[config.mk]
export PLATFORM = sky130hd
export DESIGN_NAME = uiq_flags
export DESIGN_NICKNAME = d
export VERILOG_FILES = /design/src/core/uiq_pkg.sv /design/src/core/uiq_flags.sv
export SDC_FILE = /design/constraint.sdc
export NUM_CORES = 1
export LEC_CHECK = 0
export BUFFER_PORTS_ARGS = -buffer_cell sky130_fd_sc_hd__clkbuf_2
export CORE_MARGIN = 5
export CORE_UTILIZATION = 40
export DETAILED_ROUTE_END_ITERATION = 6
export GPL_TIMING_DRIVEN = 0
export PLACE_DENSITY = 0.71
export RECOVER_POWER = 50
export SLEW_MARGIN = 30
export SYNTH_ARGS = -nofsm -noshare
export SYNTH_HDL_FRONTEND = slang
export SYNTH_SLANG_ARGS = --single-unit
[constraint.sdc]
create_clock -name clk -period 5.55 [get_ports clk]
set_input_delay 1.3875 -clock clk [delete_from_list [all_inputs] [get_ports clk]]
set_output_delay 1.3875 -clock clk [all_outputs]
set_load 0.01 [all_outputs]
[src/core/uiq_pkg.sv]
// Purpose: shared constants and carriers of the usb interrupt flag block
// Assumes: 10 MHz core clock, registers reached over axi4-lite
// Notes:   printed offsets are register indices, byte address is four times the index
package uiq_pkg;
    // ----------------------------------------
    // register indices and bus
    // ----------------------------------------
    localparam int          ADDR_W          = 10;
    localparam logic [7:0]  IDX_GLB_EN      = 8'he4;
    localparam logic [7:0]  IDX_IN_EN       = 8'he5;
    localparam logic [7:0]  IDX_OUT_EN      = 8'he6;
    localparam logic [7:0]  IDX_NAK_EN      = 8'he7;
    localparam logic [7:0]  IDX_GLB_FLAGS   = 8'he8;
    localparam logic [7:0]  IDX_IN_FLAGS    = 8'he9;
    localparam logic [7:0]  IDX_OUT_FLAGS   = 8'hea;
    localparam logic [7:0]  IDX_NAK_FLAGS   = 8'heb;
    localparam logic [1:0]  RESP_OKAY       = 2'h0;
    localparam logic [1:0]  RESP_SLVERR     = 2'h2;
    // ----------------------------------------
    // field positions and reset values
    // ----------------------------------------
    localparam int          EP_N            = 5;
    localparam int          BIT_RST         = 3;
    localparam int          BIT_SUSP        = 2;
    localparam int          BIT_EOP         = 1;
    localparam int          BIT_WAKE        = 0;
    localparam logic [3:0]  GLB_RST_VAL     = 4'h0;
    localparam logic [4:0]  EP_RST_VAL      = 5'h00;
    // ----------------------------------------
    // timing
    // ----------------------------------------
    localparam int          CLK_HZ          = 10_000_000;
    localparam int          SUSP_IDLE_MS    = 3;
    localparam int          BUS_RST_MS      = 10;
    localparam int          SUSP_CYC        = CLK_HZ / 1000 * SUSP_IDLE_MS;
    localparam int          BUS_RST_CYC     = CLK_HZ / 1000 * BUS_RST_MS;
    localparam int          CNT_W           = 17;
    // ----------------------------------------
    // carriers
    // ----------------------------------------
    typedef struct packed {
        logic [4:0] in_full;
        logic [4:0] out_full;
        logic [4:0] in_ready;
        logic       in_token;
        logic [2:0] in_token_ep;
        logic [1:0] pair_in;
        logic [1:0] pair_out;
    } uiq_sie_t;
endpackage : uiq_pkg

[src/core/uiq_flags.sv]
// Purpose: usb bus and endpoint event flags, enables and shared interrupt request
// Assumes: sie inputs share clk; usb_dp/usb_dm come from pins
// Notes:   flags clear by writing zero; a set in the same cycle wins
`timescale 1ns/100ps
`default_nettype none
module uiq_flags #(
    parameter int SUSP_CYCLES   = uiq_pkg::SUSP_CYC,
    parameter int RST_CYCLES    = uiq_pkg::BUS_RST_CYC
) (
    input  wire logic                       clk,
    input  wire logic                       rst,
    input  wire logic                       usb_dp,
    input  wire logic                       usb_dm,
    input  wire uiq_pkg::uiq_sie_t          sie,
    input  wire logic [uiq_pkg::ADDR_W-1:0] s_axi_awaddr,
    input  wire logic                       s_axi_awvalid,
    output logic                            s_axi_awready,
    input  wire logic [31:0]                s_axi_wdata,
    input  wire logic [3:0]                 s_axi_wstrb,
    input  wire logic                       s_axi_wvalid,
    output logic                            s_axi_wready,
    output logic [1:0]                      s_axi_bresp,
    output logic                            s_axi_bvalid,
    input  wire logic                       s_axi_bready,
    input  wire logic [uiq_pkg::ADDR_W-1:0] s_axi_araddr,
    input  wire logic                       s_axi_arvalid,
    output logic                            s_axi_arready,
    output logic [31:0]                     s_axi_rdata,
    output logic [1:0]                      s_axi_rresp,
    output logic                            s_axi_rvalid,
    input  wire logic                       s_axi_rready,
    output logic                            irq,
    output logic                            sie_clk_en,
    output logic                            nak_reply,
    output logic [2:0]                      nak_reply_ep
);
    // ----------------------------------------
    // state
    // ----------------------------------------
    typedef struct packed {
        logic [1:0]                 line_s1;
        logic [1:0]                 line_s2;
        logic [1:0]                 line_prev;
        logic [uiq_pkg::CNT_W-1:0]  idle_cnt;
        logic [uiq_pkg::CNT_W-1:0]  se0_cnt;
        logic [3:0]                 glb;
        logic [4:0]                 tx_drain_summary;
        logic [4:0]                 rx_fill_summary;
        logic [4:0]                 busy_reply_summary;
        logic [3:0]                 glb_en;
        logic [4:0]                 in_en;
        logic [4:0]                 out_en;
        logic [4:0]                 nak_en;
        logic [4:0]                 in_full_prev;
        logic [4:0]                 out_full_prev;
        logic                       nak;
        logic [2:0]                 nak_ep;
        logic                       irq;
        logic                       clk_en;
        logic                       awv;
        logic [7:0]                 aw_idx;
        logic                       aw_ok;
        logic                       wv;
        logic [7:0]                 wdata;
        logic                       wstrb0;
        logic                       awready;
        logic                       wready;
        logic                       bvalid;
        logic [1:0]                 bresp;
        logic                       arready;
        logic                       rvalid;
        logic [7:0]                 rdata;
        logic [1:0]                 rresp;
    } uiq_state_t;

    uiq_state_t q;
    uiq_state_t d;

    localparam logic [uiq_pkg::CNT_W-1:0] SUSP_LAST = uiq_pkg::CNT_W'(SUSP_CYCLES - 1);
    localparam logic [uiq_pkg::CNT_W-1:0] RST_LAST  = uiq_pkg::CNT_W'(RST_CYCLES - 1);
    // lines idle at j, so the synchronisers reset there and no false packet end follows reset
    localparam logic [1:0]                LINE_J    = 2'h2;
    localparam logic [1:0]                LINE_SE0  = 2'h0;

    // ----------------------------------------
    // helpers
    // ----------------------------------------
    // odd endpoint of a pair carries the flags, the even partner is held quiet
    function automatic logic [4:0] pair_mask(input logic [1:0] p);
        pair_mask = {p[1], 1'b0, p[0], 2'b00};
    endfunction : pair_mask

    function automatic logic map_ok(input logic [uiq_pkg::ADDR_W-1:0] a);
        map_ok = (a[1:0] == 2'h0) && (a[9:2] >= uiq_pkg::IDX_GLB_EN)
                 && (a[9:2] <= uiq_pkg::IDX_NAK_FLAGS);
    endfunction : map_ok

    // ----------------------------------------
    // next state
    // ----------------------------------------
    logic       se0;
    logic       line_j;
    logic       act;
    logic       wr_go;
    logic [7:0] wclr;
    logic [4:0] set_in;
    logic [4:0] set_out;
    logic [4:0] set_nak;
    logic [3:0] set_glb;

    always_comb begin
        d           = q;
        d.line_s1   = {usb_dp, usb_dm};
        d.line_s2   = q.line_s1;
        d.line_prev = q.line_s2;
        se0         = (q.line_s2 == LINE_SE0);
        line_j      = (q.line_s2 == LINE_J);
        // se0 and any line change count as activity, a steady idle line does not
        act         = se0 || (q.line_s2 != q.line_prev);
        set_glb     = 4'h0;
        // bus reset: only a flag, nothing else is reset here
        d.se0_cnt   = se0 ? ((q.se0_cnt == RST_LAST) ? q.se0_cnt : q.se0_cnt + 1'b1) : '0;
        if (se0 && (q.se0_cnt == RST_LAST - 1'b1)) begin
            set_glb[uiq_pkg::BIT_RST] = 1'b1;
        end
        if (line_j && (q.line_prev == LINE_SE0) && (q.se0_cnt < RST_LAST)) begin
            set_glb[uiq_pkg::BIT_EOP] = 1'b1;
        end
        if (act && q.glb[uiq_pkg::BIT_SUSP]) begin
            set_glb[uiq_pkg::BIT_WAKE] = 1'b1;
        end
        if (act || q.glb[uiq_pkg::BIT_SUSP]) begin
            d.idle_cnt = '0;
        end else if (q.idle_cnt == SUSP_LAST) begin
            set_glb[uiq_pkg::BIT_SUSP] = 1'b1;
            d.idle_cnt = '0;
        end else begin
            d.idle_cnt = q.idle_cnt + 1'b1;
        end
        // fifo edges, quiet partner of a pair never flags
        d.in_full_prev  = sie.in_full;
        d.out_full_prev = sie.out_full;
        set_in  = q.in_full_prev & ~sie.in_full & ~pair_mask(sie.pair_in);
        set_out = ~q.out_full_prev & sie.out_full & ~pair_mask(sie.pair_out);
        set_nak = 5'h00;
        d.nak   = 1'b0;
        d.nak_ep = q.nak_ep;
        if (sie.in_token && (sie.in_token_ep < 3'(uiq_pkg::EP_N))
            && !sie.in_ready[sie.in_token_ep]) begin
            d.nak    = 1'b1;
            d.nak_ep = sie.in_token_ep;
            set_nak[sie.in_token_ep] = 1'b1;
        end
        set_nak = set_nak & ~pair_mask(sie.pair_in);
        // write channel: address and data taken in either order
        if (s_axi_awvalid && q.awready) begin
            d.awv    = 1'b1;
            d.aw_idx = s_axi_awaddr[9:2];
            d.aw_ok  = map_ok(s_axi_awaddr);
        end
        if (s_axi_wvalid && q.wready) begin
            d.wv     = 1'b1;
            d.wdata  = s_axi_wdata[7:0];
            d.wstrb0 = s_axi_wstrb[0];
        end
        if (q.bvalid && s_axi_bready) begin
            d.bvalid = 1'b0;
        end
        wr_go = q.awv && q.wv && !q.bvalid && q.wstrb0 && q.aw_ok;
        wclr  = 8'h00;
        if (q.awv && q.wv && !q.bvalid) begin
            d.awv    = 1'b0;
            d.wv     = 1'b0;
            d.bvalid = 1'b1;
            d.bresp  = q.aw_ok ? uiq_pkg::RESP_OKAY : uiq_pkg::RESP_SLVERR;
        end
        if (wr_go) begin
            wclr = ~q.wdata;
            case (q.aw_idx)
                uiq_pkg::IDX_GLB_EN: d.glb_en = q.wdata[3:0];
                uiq_pkg::IDX_IN_EN:  d.in_en  = q.wdata[4:0];
                uiq_pkg::IDX_OUT_EN: d.out_en = q.wdata[4:0];
                uiq_pkg::IDX_NAK_EN: d.nak_en = q.wdata[4:0];
                default: ;
            endcase
        end
        // writing zero clears, a set arriving in the same cycle wins
        d.glb  = (q.glb & ~((q.aw_idx == uiq_pkg::IDX_GLB_FLAGS) ? wclr[3:0] : 4'h0))
                 | set_glb;
        d.tx_drain_summary  = (q.tx_drain_summary & ~((q.aw_idx == uiq_pkg::IDX_IN_FLAGS) ? wclr[4:0] : 5'h00))
                 | set_in;
        d.rx_fill_summary = (q.rx_fill_summary & ~((q.aw_idx == uiq_pkg::IDX_OUT_FLAGS) ? wclr[4:0] : 5'h00))
                 | set_out;
        d.busy_reply_summary = (q.busy_reply_summary & ~((q.aw_idx == uiq_pkg::IDX_NAK_FLAGS) ? wclr[4:0] : 5'h00))
                 | set_nak;
        d.clk_en = !d.glb[uiq_pkg::BIT_SUSP];
        d.irq = |(d.glb & d.glb_en) || |(d.tx_drain_summary & d.in_en) || |(d.rx_fill_summary & d.out_en)
                || |(d.busy_reply_summary & d.nak_en);
        d.awready = !d.awv;
        d.wready  = !d.wv;
        // read channel: one outstanding read, answered the cycle after acceptance
        if (q.rvalid && s_axi_rready) begin
            d.rvalid = 1'b0;
        end
        if (s_axi_arvalid && q.arready) begin
            d.rvalid = 1'b1;
            d.rresp  = map_ok(s_axi_araddr) ? uiq_pkg::RESP_OKAY : uiq_pkg::RESP_SLVERR;
            case (map_ok(s_axi_araddr) ? s_axi_araddr[9:2] : 8'h00)
                uiq_pkg::IDX_GLB_EN:    d.rdata = {4'h0, q.glb_en};
                uiq_pkg::IDX_IN_EN:     d.rdata = {3'h0, q.in_en};
                uiq_pkg::IDX_OUT_EN:    d.rdata = {3'h0, q.out_en};
                uiq_pkg::IDX_NAK_EN:    d.rdata = {3'h0, q.nak_en};
                uiq_pkg::IDX_GLB_FLAGS: d.rdata = {|q.glb, |q.tx_drain_summary, |q.rx_fill_summary, |q.busy_reply_summary,
                                                   q.glb};
                uiq_pkg::IDX_IN_FLAGS:  d.rdata = {3'h0, q.tx_drain_summary};
                uiq_pkg::IDX_OUT_FLAGS: d.rdata = {3'h0, q.rx_fill_summary};
                uiq_pkg::IDX_NAK_FLAGS: d.rdata = {3'h0, q.busy_reply_summary};
                default:                d.rdata = 8'h00;
            endcase
        end
        d.arready = !d.rvalid;
    end

    always_ff @(posedge clk or posedge rst) begin
        if (rst) begin
            q         <= '0;
            q.line_s1   <= LINE_J;
            q.line_s2   <= LINE_J;
            q.line_prev <= LINE_J;
            q.glb     <= uiq_pkg::GLB_RST_VAL;
            q.nak_en  <= uiq_pkg::EP_RST_VAL;
            q.clk_en  <= 1'b1;
            q.awready <= 1'b1;
            q.wready  <= 1'b1;
            q.arready <= 1'b1;
        end else begin
            q <= d;
        end
    end

    assign s_axi_awready = q.awready;
    assign s_axi_wready  = q.wready;
    assign s_axi_bvalid  = q.bvalid;
    assign s_axi_bresp   = q.bresp;
    assign s_axi_arready = q.arready;
    assign s_axi_rvalid  = q.rvalid;
    assign s_axi_rresp   = q.rresp;
    assign s_axi_rdata   = {24'h000000, q.rdata};
    assign irq           = q.irq;
    assign sie_clk_en    = q.clk_en;
    assign nak_reply     = q.nak;
    assign nak_reply_ep  = q.nak_ep;

    // ----------------------------------------
    // checks
    // ----------------------------------------
    property p_nak_answer;
        @(posedge clk) disable iff (rst)
        (sie.in_token && sie.in_token_ep == 3'h0 && !sie.in_ready[0])
        |=> (nak_reply && nak_reply_ep == 3'h0);
    endproperty
    a_nak_answer: assert property (p_nak_answer) else $error("nak not sent");

    property p_nak_en_write;
        @(posedge clk) disable iff (rst)
        (wr_go && q.aw_idx == uiq_pkg::IDX_NAK_EN) |=> (q.nak_en == $past(q.wdata[4:0]));
    endproperty
    a_nak_en_write: assert property (p_nak_en_write) else $error("nak enable lost");

    property p_sum_bus;
        @(posedge clk) disable iff (rst)
        (s_axi_arvalid && s_axi_arready && map_ok(s_axi_araddr)
         && s_axi_araddr[9:2] == uiq_pkg::IDX_GLB_FLAGS)
        |=> (s_axi_rdata[7] == $past(|q.glb)) && (s_axi_rdata[6] == $past(|q.tx_drain_summary));
    endproperty
    a_sum_bus: assert property (p_sum_bus) else $error("bus summary wrong");

    property p_sum_fifo;
        @(posedge clk) disable iff (rst)
        (s_axi_arvalid && s_axi_arready && s_axi_araddr[9:2] == uiq_pkg::IDX_GLB_FLAGS
         && map_ok(s_axi_araddr))
        |=> (s_axi_rdata[5] == $past(|q.rx_fill_summary)) && (s_axi_rdata[4] == $past(|q.busy_reply_summary));
    endproperty
    a_sum_fifo: assert property (p_sum_fifo) else $error("fifo summary wrong");

    property p_suspend;
        @(posedge clk) disable iff (rst)
        (!act && !q.glb[uiq_pkg::BIT_SUSP] && q.idle_cnt == SUSP_LAST)
        |=> (q.glb[uiq_pkg::BIT_SUSP] && !sie_clk_en);
    endproperty
    a_suspend: assert property (p_suspend) else $error("suspend missed");

    property p_clk_back;
        @(posedge clk) disable iff (rst)
        $fell(q.glb[uiq_pkg::BIT_SUSP]) |-> sie_clk_en;
    endproperty
    a_clk_back: assert property (p_clk_back) else $error("clock not restarted");

    property p_wake;
        @(posedge clk) disable iff (rst)
        (act && q.glb[uiq_pkg::BIT_SUSP]) |=> q.glb[uiq_pkg::BIT_WAKE];
    endproperty
    a_wake: assert property (p_wake) else $error("wake missed");

    property p_in_drain;
        @(posedge clk) disable iff (rst)
        (q.in_full_prev[1] && !sie.in_full[1]) |=> q.tx_drain_summary[1] ##1
        (q.tx_drain_summary[1] || $past(wr_go && q.aw_idx == uiq_pkg::IDX_IN_FLAGS && !q.wdata[1]));
    endproperty
    a_in_drain: assert property (p_in_drain) else $error("in flag not held");

    property p_quiet_pair;
        @(posedge clk) disable iff (rst)
        (sie.pair_out[0] && !q.rx_fill_summary[2]) |=> !q.rx_fill_summary[2];
    endproperty
    a_quiet_pair: assert property (p_quiet_pair) else $error("even partner flagged");

    property p_irq;
        @(posedge clk) disable iff (rst)
        irq |-> (|(q.glb & q.glb_en) || |(q.tx_drain_summary & q.in_en) || |(q.rx_fill_summary & q.out_en)
                 || |(q.busy_reply_summary & q.nak_en));
    endproperty
    a_irq: assert property (p_irq) else $error("stray request");
endmodule : uiq_flags
`default_nettype wire

==> impl_results.md, run 1 <==
- Arrival time worst endpoint: 3470 ps
- Layout cells sized above 1: 25.5%
- Worst Path Buf+Inv: 1
- Starting density of the core: 40.9%
- PortBufs: 75
- Dominant synthesized flop cell: dfrtp_1
- Slowest cell on the critical path: o21ai_0
- Antenna violations before repair: 0
- Post-Layout Cell Count: 881
- CTS tree: built
- Synth Register Bits: 126
- Pre-CTS WS: 1940 ps
- FFs w/ async S/R, synth: 100%
- DIE HEIGHT: 132 um
- Sequential fraction of the synthesis area: 53.0%
- Via count: 4542
- Root cell of the clock tree: clkbuf_16
- Status: complete, but fails checks
- HPWL Detailed: 10100 um
- Commonest non-fill, non-tap cell in the layout: dfrtp_1
- Post-cts resize count: 0
- DRC viols: 1
- H-tree lvl count: 4
- Sink Count: 126
- Commonest non-fill, non-tap cells in the layout: 119 x dfrtp_1, 63 x clkbuf_2, 54 x nor2_1, 50 x nand2_1, 44 x o21ai_0
- Ports: 135
- Slew @ Worst Pin: 2250 ps
- Core area: 0.0146 sq mm
- Syn avg cell area: 10.6 sq um
- Peak supply drop: 0.269 mV
- Pwr/cell area: 347 mW/mm^2
- Unrepaired setup endpoints after global routing: no
- Largest net degree at the start of global routing: 77
- Synth cell types: 60
- Total gr overflow: 0
- Pleak: 3.35 nW
- Ant diodes: 0
- Cell taking the most area after synthesis: dfrtp_1
- Drt first-iter violations: 305
- Final core utilization: 49.6%
- Period Utilization, post-route: 57.3%
- Die area: 0.0175 sq mm
- CP Max Fanout: 9
- Final setup fails: 0
- Post-DR vias/cell: 5.16
- Kind of critical path: input pin to flop
- Hold Crit Class: flop to flop
- WP data required: 5840 ps
- Routed Antenna Nets: 0
- Reg clk slew, reported paths: 60 ps
- # rows: 44
- Final hold violations: 0
- Clock tree buffer depth: 2
- First-pass GRT wire length: 23000 um
- Clock latency on the worst-skew pair: 420 ps
- Post-CTS setup repair buffer count: 0
- Placed cells: 849
- Largest cells by area after synthesis: dfrtp_1 50%, mux2_2 6.8%, buf_4 4.9%
- GRT Total Usage: 16.1%
- Max Cap Viol: 1
- DRT Pass-1 Iters: 7
- Final clock skew: 8.92 ps
- Hold-fix buffers, CTS: 0
- CTS Buf Count: 17
- Nets: 775
- Area Overhead vs Synth: 21.4%
- Cells after Synth: 564
- Post-Synthesis Cell Area: 0.00596 sq mm
- Violated checks: DRC, capacitance limit, slew limit
- CP peak stage delay: 580 ps
- Crit path max-delay family: compound AO/OA/AOI/OAI gates
- Number of synthesized flops with an enable pin: 0
- Total Wirelength: 13500 um
- Count of pins over their slew limit: 51
- Rel. slew slack: -50.8%
- Min Tclk post-route: 3180 ps
- Ys Warns: 0
- Crit end category: flop
- Placer congestion estimate: 0.878
- Fmax: 0.314 GHz
- Worst-path cell chain: buf_2, o22a_1, nor2_1, o21ai_0, o21ai_2, a222oi_1, nand3_1, a2111o_1
- Final worst slack: 2370 ps
- Number of global-route vias before repair: 4589
- Crit path launch type: input pin
- Drt wl/cell: 15.3 um
- Synth top area share: 49.9%
- Die X: 132 um
==> worst paths after layout <==
kind / end / depth (start not counted) / start / slack (ps)
worst max-delay path: irq / 8 / sie[5] / 2370
worst min-delay path: d[125] / 0 / d[127] / 360
worst max register to register: irq / 8 / s_axi_bvalid / 2800
worst min register to register: d[125] / 0 / d[127] / 360
max in group asynchronous: s_axi_wready / 3 / rst / 2870
min in group asynchronous: q[96] / 2 / rst / 1550
==> flip-flops by register name (all words and copies together), names as in the netlist <==
register / cells
s_axi_rvalid: 1
nak_reply: 1
s_axi_bresp: 1
s_axi_rdata: 8
irq: 1
s_axi_rresp: 1
nak_reply_ep: 3
s_axi_arready: 1
s_axi_bvalid: 1
s_axi_wready: 1
sie_clk_en: 1
s_axi_awready: 1
q: 101
d: 4
==> cell usage after synthesis, types with 7 or more instances <==
cell type / count
nand3_1: 18
xor2_1: 15
inv_1: 23
o31ai_1: 8
or3_1: 9
buf_4: 39
mux2_2: 36
a22oi_1: 15
a21oi_1: 10
dfstp_2: 7
nor2_1: 54
xnor2_1: 12
nand4_1: 7
and3_1: 11
dfrtp_1: 119
nand2_1: 50
clkbuf_1: 11
o21ai_0: 44
==> layout make-up <==
class / count / area, sq um
inverters: 23 / 87.6
fillers: 1318 / 7350
well taps: 184 / 230
repair buffers: 76 / 388
flip-flops and latches: 126 / 3160
clock buffers: 20 / 447
plain buffers: 53 / 355
clock inverters: 12 / 144
multi-input cells: 387 / 2430
==> layer usage <==
metal | global-route usage (%) | wire (um)
met5 | 0 | 0
met4 | 4.00 | 122
met3 | 6.68 | 1090
met2 | 23.9 | 6070
met1 | 22.1 | 6210
==> logic make-up after synthesis <==
group | Yosys count | synth area share (%)
flip-flops | 126 | 53.0
XOR/XNOR | 27 | 3.97
adder cells (fa/ha/maj) | 3 | 0.630
other | 1 | 0.0629
AO/OA/AOI/OAI | 104 | 11.1
multiplexers | 41 | 7.81
buffers and inverters | 76 | 7.41
AND/OR/NAND/NOR | 186 | 16.0
==> per-stage QoR <==
stage	power (mW)	cell area [sq um]	hold slack, ps	TNS (ps)
floorplan	1.31	6060	331	0
global placement	1.42	6660	339	-43400
detailed placement	1.43	6700	336	0
CTS	2.55	7290	359	0
global route	2.63	7240	374	0
finish	2.51	7240	356	0
==> report_power, final <==
group / switching (mW) / leakage (nW) / internal (mW)
Sequential: 0.0834 / 1.57 / 1.02
Combinational: 0.154 / 1.49 / 0.148
Clock: 0.395 / 0.289 / 0.712
(Power assumes the default switching activity.)
==> run 2, diff against run 1 <==
==> constraint.sdc (replaced) <==
create_clock -name clk -period 3.3 [get_ports clk]
set_input_delay 0.825 -clock clk [delete_from_list [all_inputs] [get_ports clk]]
set_output_delay 0.825 -clock clk [all_outputs]
set_load 0.01 [all_outputs]
==> run 2 against run 1 <==
Against the previous run:
- the run ends with capacitance limit, slew limit left
- critical path depth unchanged
- routed wire length up 1.5%
- clock-buffer cell count fell by 3
- register-to-register slack lost 2300 ps
- global-route usage is 0.19 points higher
- clock power up 79%
- sequential power is 68% higher
- combinational power rose by 71%
==> impl_results.md, run 2 (synthesis gave the netlist of run 1 again) <==
- Sequential share of power: 42.5%
- Pleak: 3.39 nW
- Largest net degree at the start of global routing: 30
- Pwr/cell area: 594 mW/mm^2
- Post-DR vias/cell: 5.12
- CP Max Fanout: 8
- Ports: 135
- Ant diodes: 0
- Sw Ratio: 25.6%
- Root cell of the clock tree: clkbuf_16
- Peak supply drop: 0.459 mV
- Rel. slew slack: -8.35%
- Unrepaired setup endpoints after global routing: no
- Clock tree buffer depth: 2
- PortBufs: 75
- DRT Pass-1 Iters: 5
- Worst-path cell chain: nand3b_1, and4bb_4, and3_4, buf_6, mux2_4, a222oi_1, nand3_1, a2111o_1
- R2r setup slk: 500 ps
- Nets: 779
- Fin area: 0.00733 sq mm
- Count of pins over their slew limit: 58
- Fmax: 0.357 GHz
- Crit end category: flop
- Starting density of the core: 40.9%
- Worst reg2reg endpoint: irq
- Final clock skew: 6.27 ps
- P_sw: 1.11 mW
- Sink Count: 126
- Die X: 132 um
- Clock latency on the worst-skew pair: 410 ps
- Crit path launch type: flop
- Via count: 4533
- WP data required: 3590 ps
- Drt wl/cell: 15.5 um
- HP Start: d[127]
- Total gr overflow: 0
- Area Overhead vs Synth: 23.0%
- H-tree lvl count: 4
- Hold Path Cell Cnt: 0
- # rows: 44
- Reg with most FFs: q
- Violated checks: capacitance limit, slew limit
- CTS Buf Count: 17
- Post-DP Area: 0.00678 sq mm
- Crit path from: s_axi_bvalid
- Max Cap Viol: 2
- Clk pwr share: 45.7%
- Total Wirelength: 13700 um
- Hold Crit Class: flop to flop
- Final setup fails: 0
- Hold-fix buffers, CTS: 0
- Arrival time worst endpoint: 3090 ps
- Commonest non-fill, non-tap cells in the layout: 119 x dfrtp_1, 67 x clkbuf_2, 54 x nor2_1, 50 x nand2_1, 44 x o21ai_0
- Kind of critical path: flop to flop
- Commonest non-fill, non-tap cell in the layout: dfrtp_1
- Post-cts resize count: 0
- CTS tree: built
- Antenna violations before repair: 0
- Hold worst-path end: d[125]
- Placer congestion estimate: 0.882
- Period Utilization, post-route: 84.9%
- First-pass GRT wire length: 23300 um
- Slowest cell on the critical path: a222oi_1
- DRC viols: 0
- GRT Total Usage: 16.3%
- Layout cells sized above 1: 27.7%
- R2R Path Start: s_axi_bvalid
- CP peak stage delay: 420 ps
- Post-CTS setup repair buffer count: 0
- Min Tclk post-route: 2800 ps
- Drt first-iter violations: 306
- DIE HEIGHT: 132 um
- Routed Antenna Nets: 0
- Reg clk slew, reported paths: 60 ps
- Max reg flops: 101
- HPWL Detailed: 10500 um
- Comb pwr share: 11.8%
- Setup TNS: 0 ps
- Number of global-route vias before repair: 4747
- Die area: 0.0175 sq mm
- Reg2reg path depth: 8
- Final hold violations: 0
- Internal power: 3.24 mW
- Core area: 0.0146 sq mm
- Slew @ Worst Pin: 1630 ps
- Status: complete, but fails checks
-- run 2: power by group through the flow --
stage	clock (mW)	sequential, mW	combinational, mW
floorplan	0	1.84	0.365
global placement	0	1.88	0.504
detailed placement	0	1.89	0.534
CTS	2.03	1.86	0.539
global route	2.10	1.88	0.581
finish	1.99	1.85	0.515
-- run 2: layout make-up --
| cell class | count | area [sq um] |
|---|---|---|
| well taps | 184 | 230 |
| flip-flops and latches | 126 | 3160 |
| clock inverters | 15 | 209 |
| fillers | 1340 | 7250 |
| repair buffers | 80 | 424 |
| multi-input cells | 387 | 2440 |
| plain buffers | 53 | 355 |
| inverters | 23 | 87.6 |
| clock buffers | 17 | 425 |
-- run 2: worst max-delay path: cells and delay by family (launching register included) --
family / cells / cell delay [ps]
muxes: 1 / 300
DFF: 1 / 400
buffers and inverters: 1 / 110
and+or+nand+nor: 4 / 1060
AOI/OAI and AO/OA: 2 / 810
-- run 2: stage by stage --
| stage | utilization [%] | power (mW) | instances | hold slack, ps | worst slack [ps] |
|---|---|---|---|---|---|
| after global placement | 45.7 | 2.38 | 848 | 339 | 223 |
| after CTS | 50.8 | 4.42 | 885 | 348 | 629 |
| after floorplan | - | 2.21 | 589 | 331 | 725 |
| final | 50.3 | 4.35 | 885 | 348 | 499 |
| after detailed placement | 46.5 | 2.42 | 853 | 342 | 200 |
| after global routing | 50.3 | 4.56 | 885 | 352 | 330 |
-- run 2: metal layers --
metal	routed length, um	up-vias	GRT usage (%)
li1	-	2182	-
met1	6080	2191	22.2
met2	6420	150	25.0
met3	1110	10	5.23
met4	108	0	4.97
met5	0	-	0
-- run 2: worst max path at each step --
| stage | end | slack [ps] | cells after the start |
|---|---|---|---|
| detailed placement | irq | 200 | 8 |
| global route | irq | 330 | 8 |
| global placement | q[26] | 220 | 2 |
| floorplan | irq | 730 | 8 |
| CTS | irq | 630 | 7 |
| finish | irq | 500 | 8 |
==> run 3, diff against run 2 <==
--- a/config.mk
+++ b/config.mk
@@ -10,7 +10,7 @@
 export CORE_UTILIZATION = 40
 export DETAILED_ROUTE_END_ITERATION = 6
 export GPL_TIMING_DRIVEN = 0
-export PLACE_DENSITY = 0.71
+export PLACE_DENSITY = 0.73
 export RECOVER_POWER = 50
 export SLEW_MARGIN = 30
 export SYNTH_ARGS = -nofsm -noshare
==> constraint.sdc (replaced) <==
create_clock -name clk -period 2.56 [get_ports clk]
set_input_delay 0.64 -clock clk [delete_from_list [all_inputs] [get_ports clk]]
set_output_delay 0.64 -clock clk [all_outputs]
set_load 0.01 [all_outputs]
==> run 3 against run 2 <==
Against the previous run:
- the run ends with setup timing left
- cell area fell by 0.29%
- maximum frequency rose by 6.6%
- first-iteration DRC count down 27%
- core utilization fell by 0.15 points
- clock power rose by 23%
- clock-buffer cell count increased by 2
- die area did not move
- combinational power rose by 31%
- critical path type unchanged
- critical endpoint unchanged
==> impl_results.md, run 3 (synthesis gave the netlist of run 1 again) <==
- Status: complete, but fails checks
- Violated checks: setup timing
- WP data required: 2830 ps
- Crit path launch type: flop
- Min Tclk post-route: 2630 ps
- Drt first-iter violations: 223
- Area Overhead vs Synth: 22.6%
- Commonest non-fill, non-tap cell in the layout: dfrtp_1
- Rel. slew slack: 14.7%
- Final hold violations: 0
- Hold worst-path end: d[128]
- Commonest non-fill, non-tap cells in the layout: 119 x dfrtp_1, 71 x clkbuf_2, 54 x nor2_1, 50 x nand2_1, 44 x o21ai_0
- Total Wirelength: 13300 um
- PortBufs: 75
- Count of pins over their slew limit: 0
- Fmax: 0.381 GHz
- Final core utilization: 50.1%
- Kind of critical path: flop to flop
- Core area: 0.0146 sq mm
- Sw Ratio: 25.7%
- Hold Path Cell Cnt: 1
- Max reg flops: 101
- Number of global-route vias before repair: 4482
- Hold_ws: 314 ps
- R2R Path Start: q[32]
- Worst reg2reg endpoint: irq
- Internal power: 4.10 mW
- DIE HEIGHT: 132 um
- Ports: 135
- CTS tree: built
- Total gr overflow: 0
- Hold Crit Class: input pin to flop
- Sequential share of power: 43.6%
- Hold-fix buffers, CTS: 0
- Largest net degree at the start of global routing: 31
- Post-DR vias/cell: 5.17
- Placer congestion estimate: 0.900
- DRT Pass-1 Iters: 6
- H-tree lvl count: 4
- # rows: 44
- P_sw: 1.41 mW
- Antenna violations before repair: 0
- Arrival time worst endpoint: 2900 ps
- Drt wl/cell: 15.0 um
- Reg with most FFs: q
- Final clock skew: 5.96 ps
- Final setup fails: 1
- Pwr/cell area: 754 mW/mm^2
- Crit end category: flop
- Reg2reg path depth: 7
- Reg clk slew, reported paths: 60 ps
- Comb pwr share: 12.2%
- Final worst slack: -67.7 ps
- Nets: 778
- Starting density of the core: 40.9%
- CTS Buf Count: 17
- Fillcell total: 1321
- Die X: 132 um
- Root cell of the clock tree: clkbuf_16
- Die area: 0.0175 sq mm
- CP Max Fanout: 5
- HPWL Detailed: 9960 um
- Pleak: 3.41 nW
- Routed Antenna Nets: 0
- Clock latency on the worst-skew pair: 410 ps
- GRT Total Usage: 15.4%
- Max Cap Viol: 0
- DRC viols: 0
- Sink Count: 126
- Clock tree buffer depth: 2
- Unrepaired setup endpoints after global routing: yes
- Ant diodes: 0
- Layout cells sized above 1: 28.6%
- HP Start: usb_dp
- Via count: 4573
- Slew @ Worst Pin: 1280 ps
- First-pass GRT wire length: 22000 um
- Clk pwr share: 44.2%
- Peak supply drop: 0.664 mV
- Period Utilization, post-route: 103%
- R2r setup slk: -70 ps
-- run 3: changes by cell type in the layout (fill, tap and decap cells not counted), moves of 2 or more --
cell	before	now
inv_6	5	2
clkbuf_1	22	17
dfstp_1	2	0
dlymetal6s4s_1	0	3
dfstp_2	5	7
clkinvlp_4	0	2
clkbuf_2	67	71
-- run 3: area by class of cell --
cell class	instances	area (sq um)	area share, %
buffer	52	344	4.70
clock inverter	13	164	2.24
sequential	126	3160	43.2
inverter	23	87.6	1.20
clock buffer	19	443	6.06
multi-input combinational	387	2460	33.7
tap	184	230	3.15
timing repair buffer	80	419	5.73
-- run 3: power by group through the flow --
stage	clock (mW)	sequential, mW	combinational, mW
finish	2.44	2.40	0.673
global route	2.57	2.43	0.754
CTS	2.48	2.40	0.695
detailed placement	0	2.43	0.686
global placement	0	2.42	0.652
floorplan	0	2.38	0.470
-- run 3: stage by stage --
step	cells	total power [mW]	setup TNS, ps	area [sq um]	setup slack, ps
floorplan	589	2.85	0	6060	170
global placement	848	3.07	-47810	6670	-424
detailed placement	852	3.11	-594	6750	-439
CTS	884	5.57	-93.6	7360	-93.6
global route	884	5.76	-132	7310	-132
finish	884	5.51	-67.7	7310	-67.7
-- run 3: worst max path at each step --
stage,start,endpoint,slack [ps]
floorplan,sie[5],irq,170
global placement,sie[5],irq,-420
detailed placement,sie[5],irq,-440
CTS,q[32],irq,-90
global route,q[32],irq,-130
finish,q[32],irq,-70
-- run 3: what timing repair did --
| action | in CTS | in global routing |
|---|---|---|
| hold endpoints to repair | 0 | 0 |
| pin swaps | 4 | 1 |
| endpoints found under the setup margin | 1 | 1 |
| gates resized for setup | 1 | 1 |
| setup buffers | 1 | 0 |
-- run 3: worst max-delay path, stage by stage (launching register included) --
cell      delay (ps)
dfrtp_1          380
and4b_4          360
and4bb_4         260
and3_4           220
mux2_4           310
a222oi_1         430
nand3_1          180
a2111o_1         350
-- run 3: routing by layer --
metal	GRT usage, %	routed length, um
met5	0	0
met2	23.6	5920
met4	4.23	87
met1	21.4	6090
met3	4.54	1190
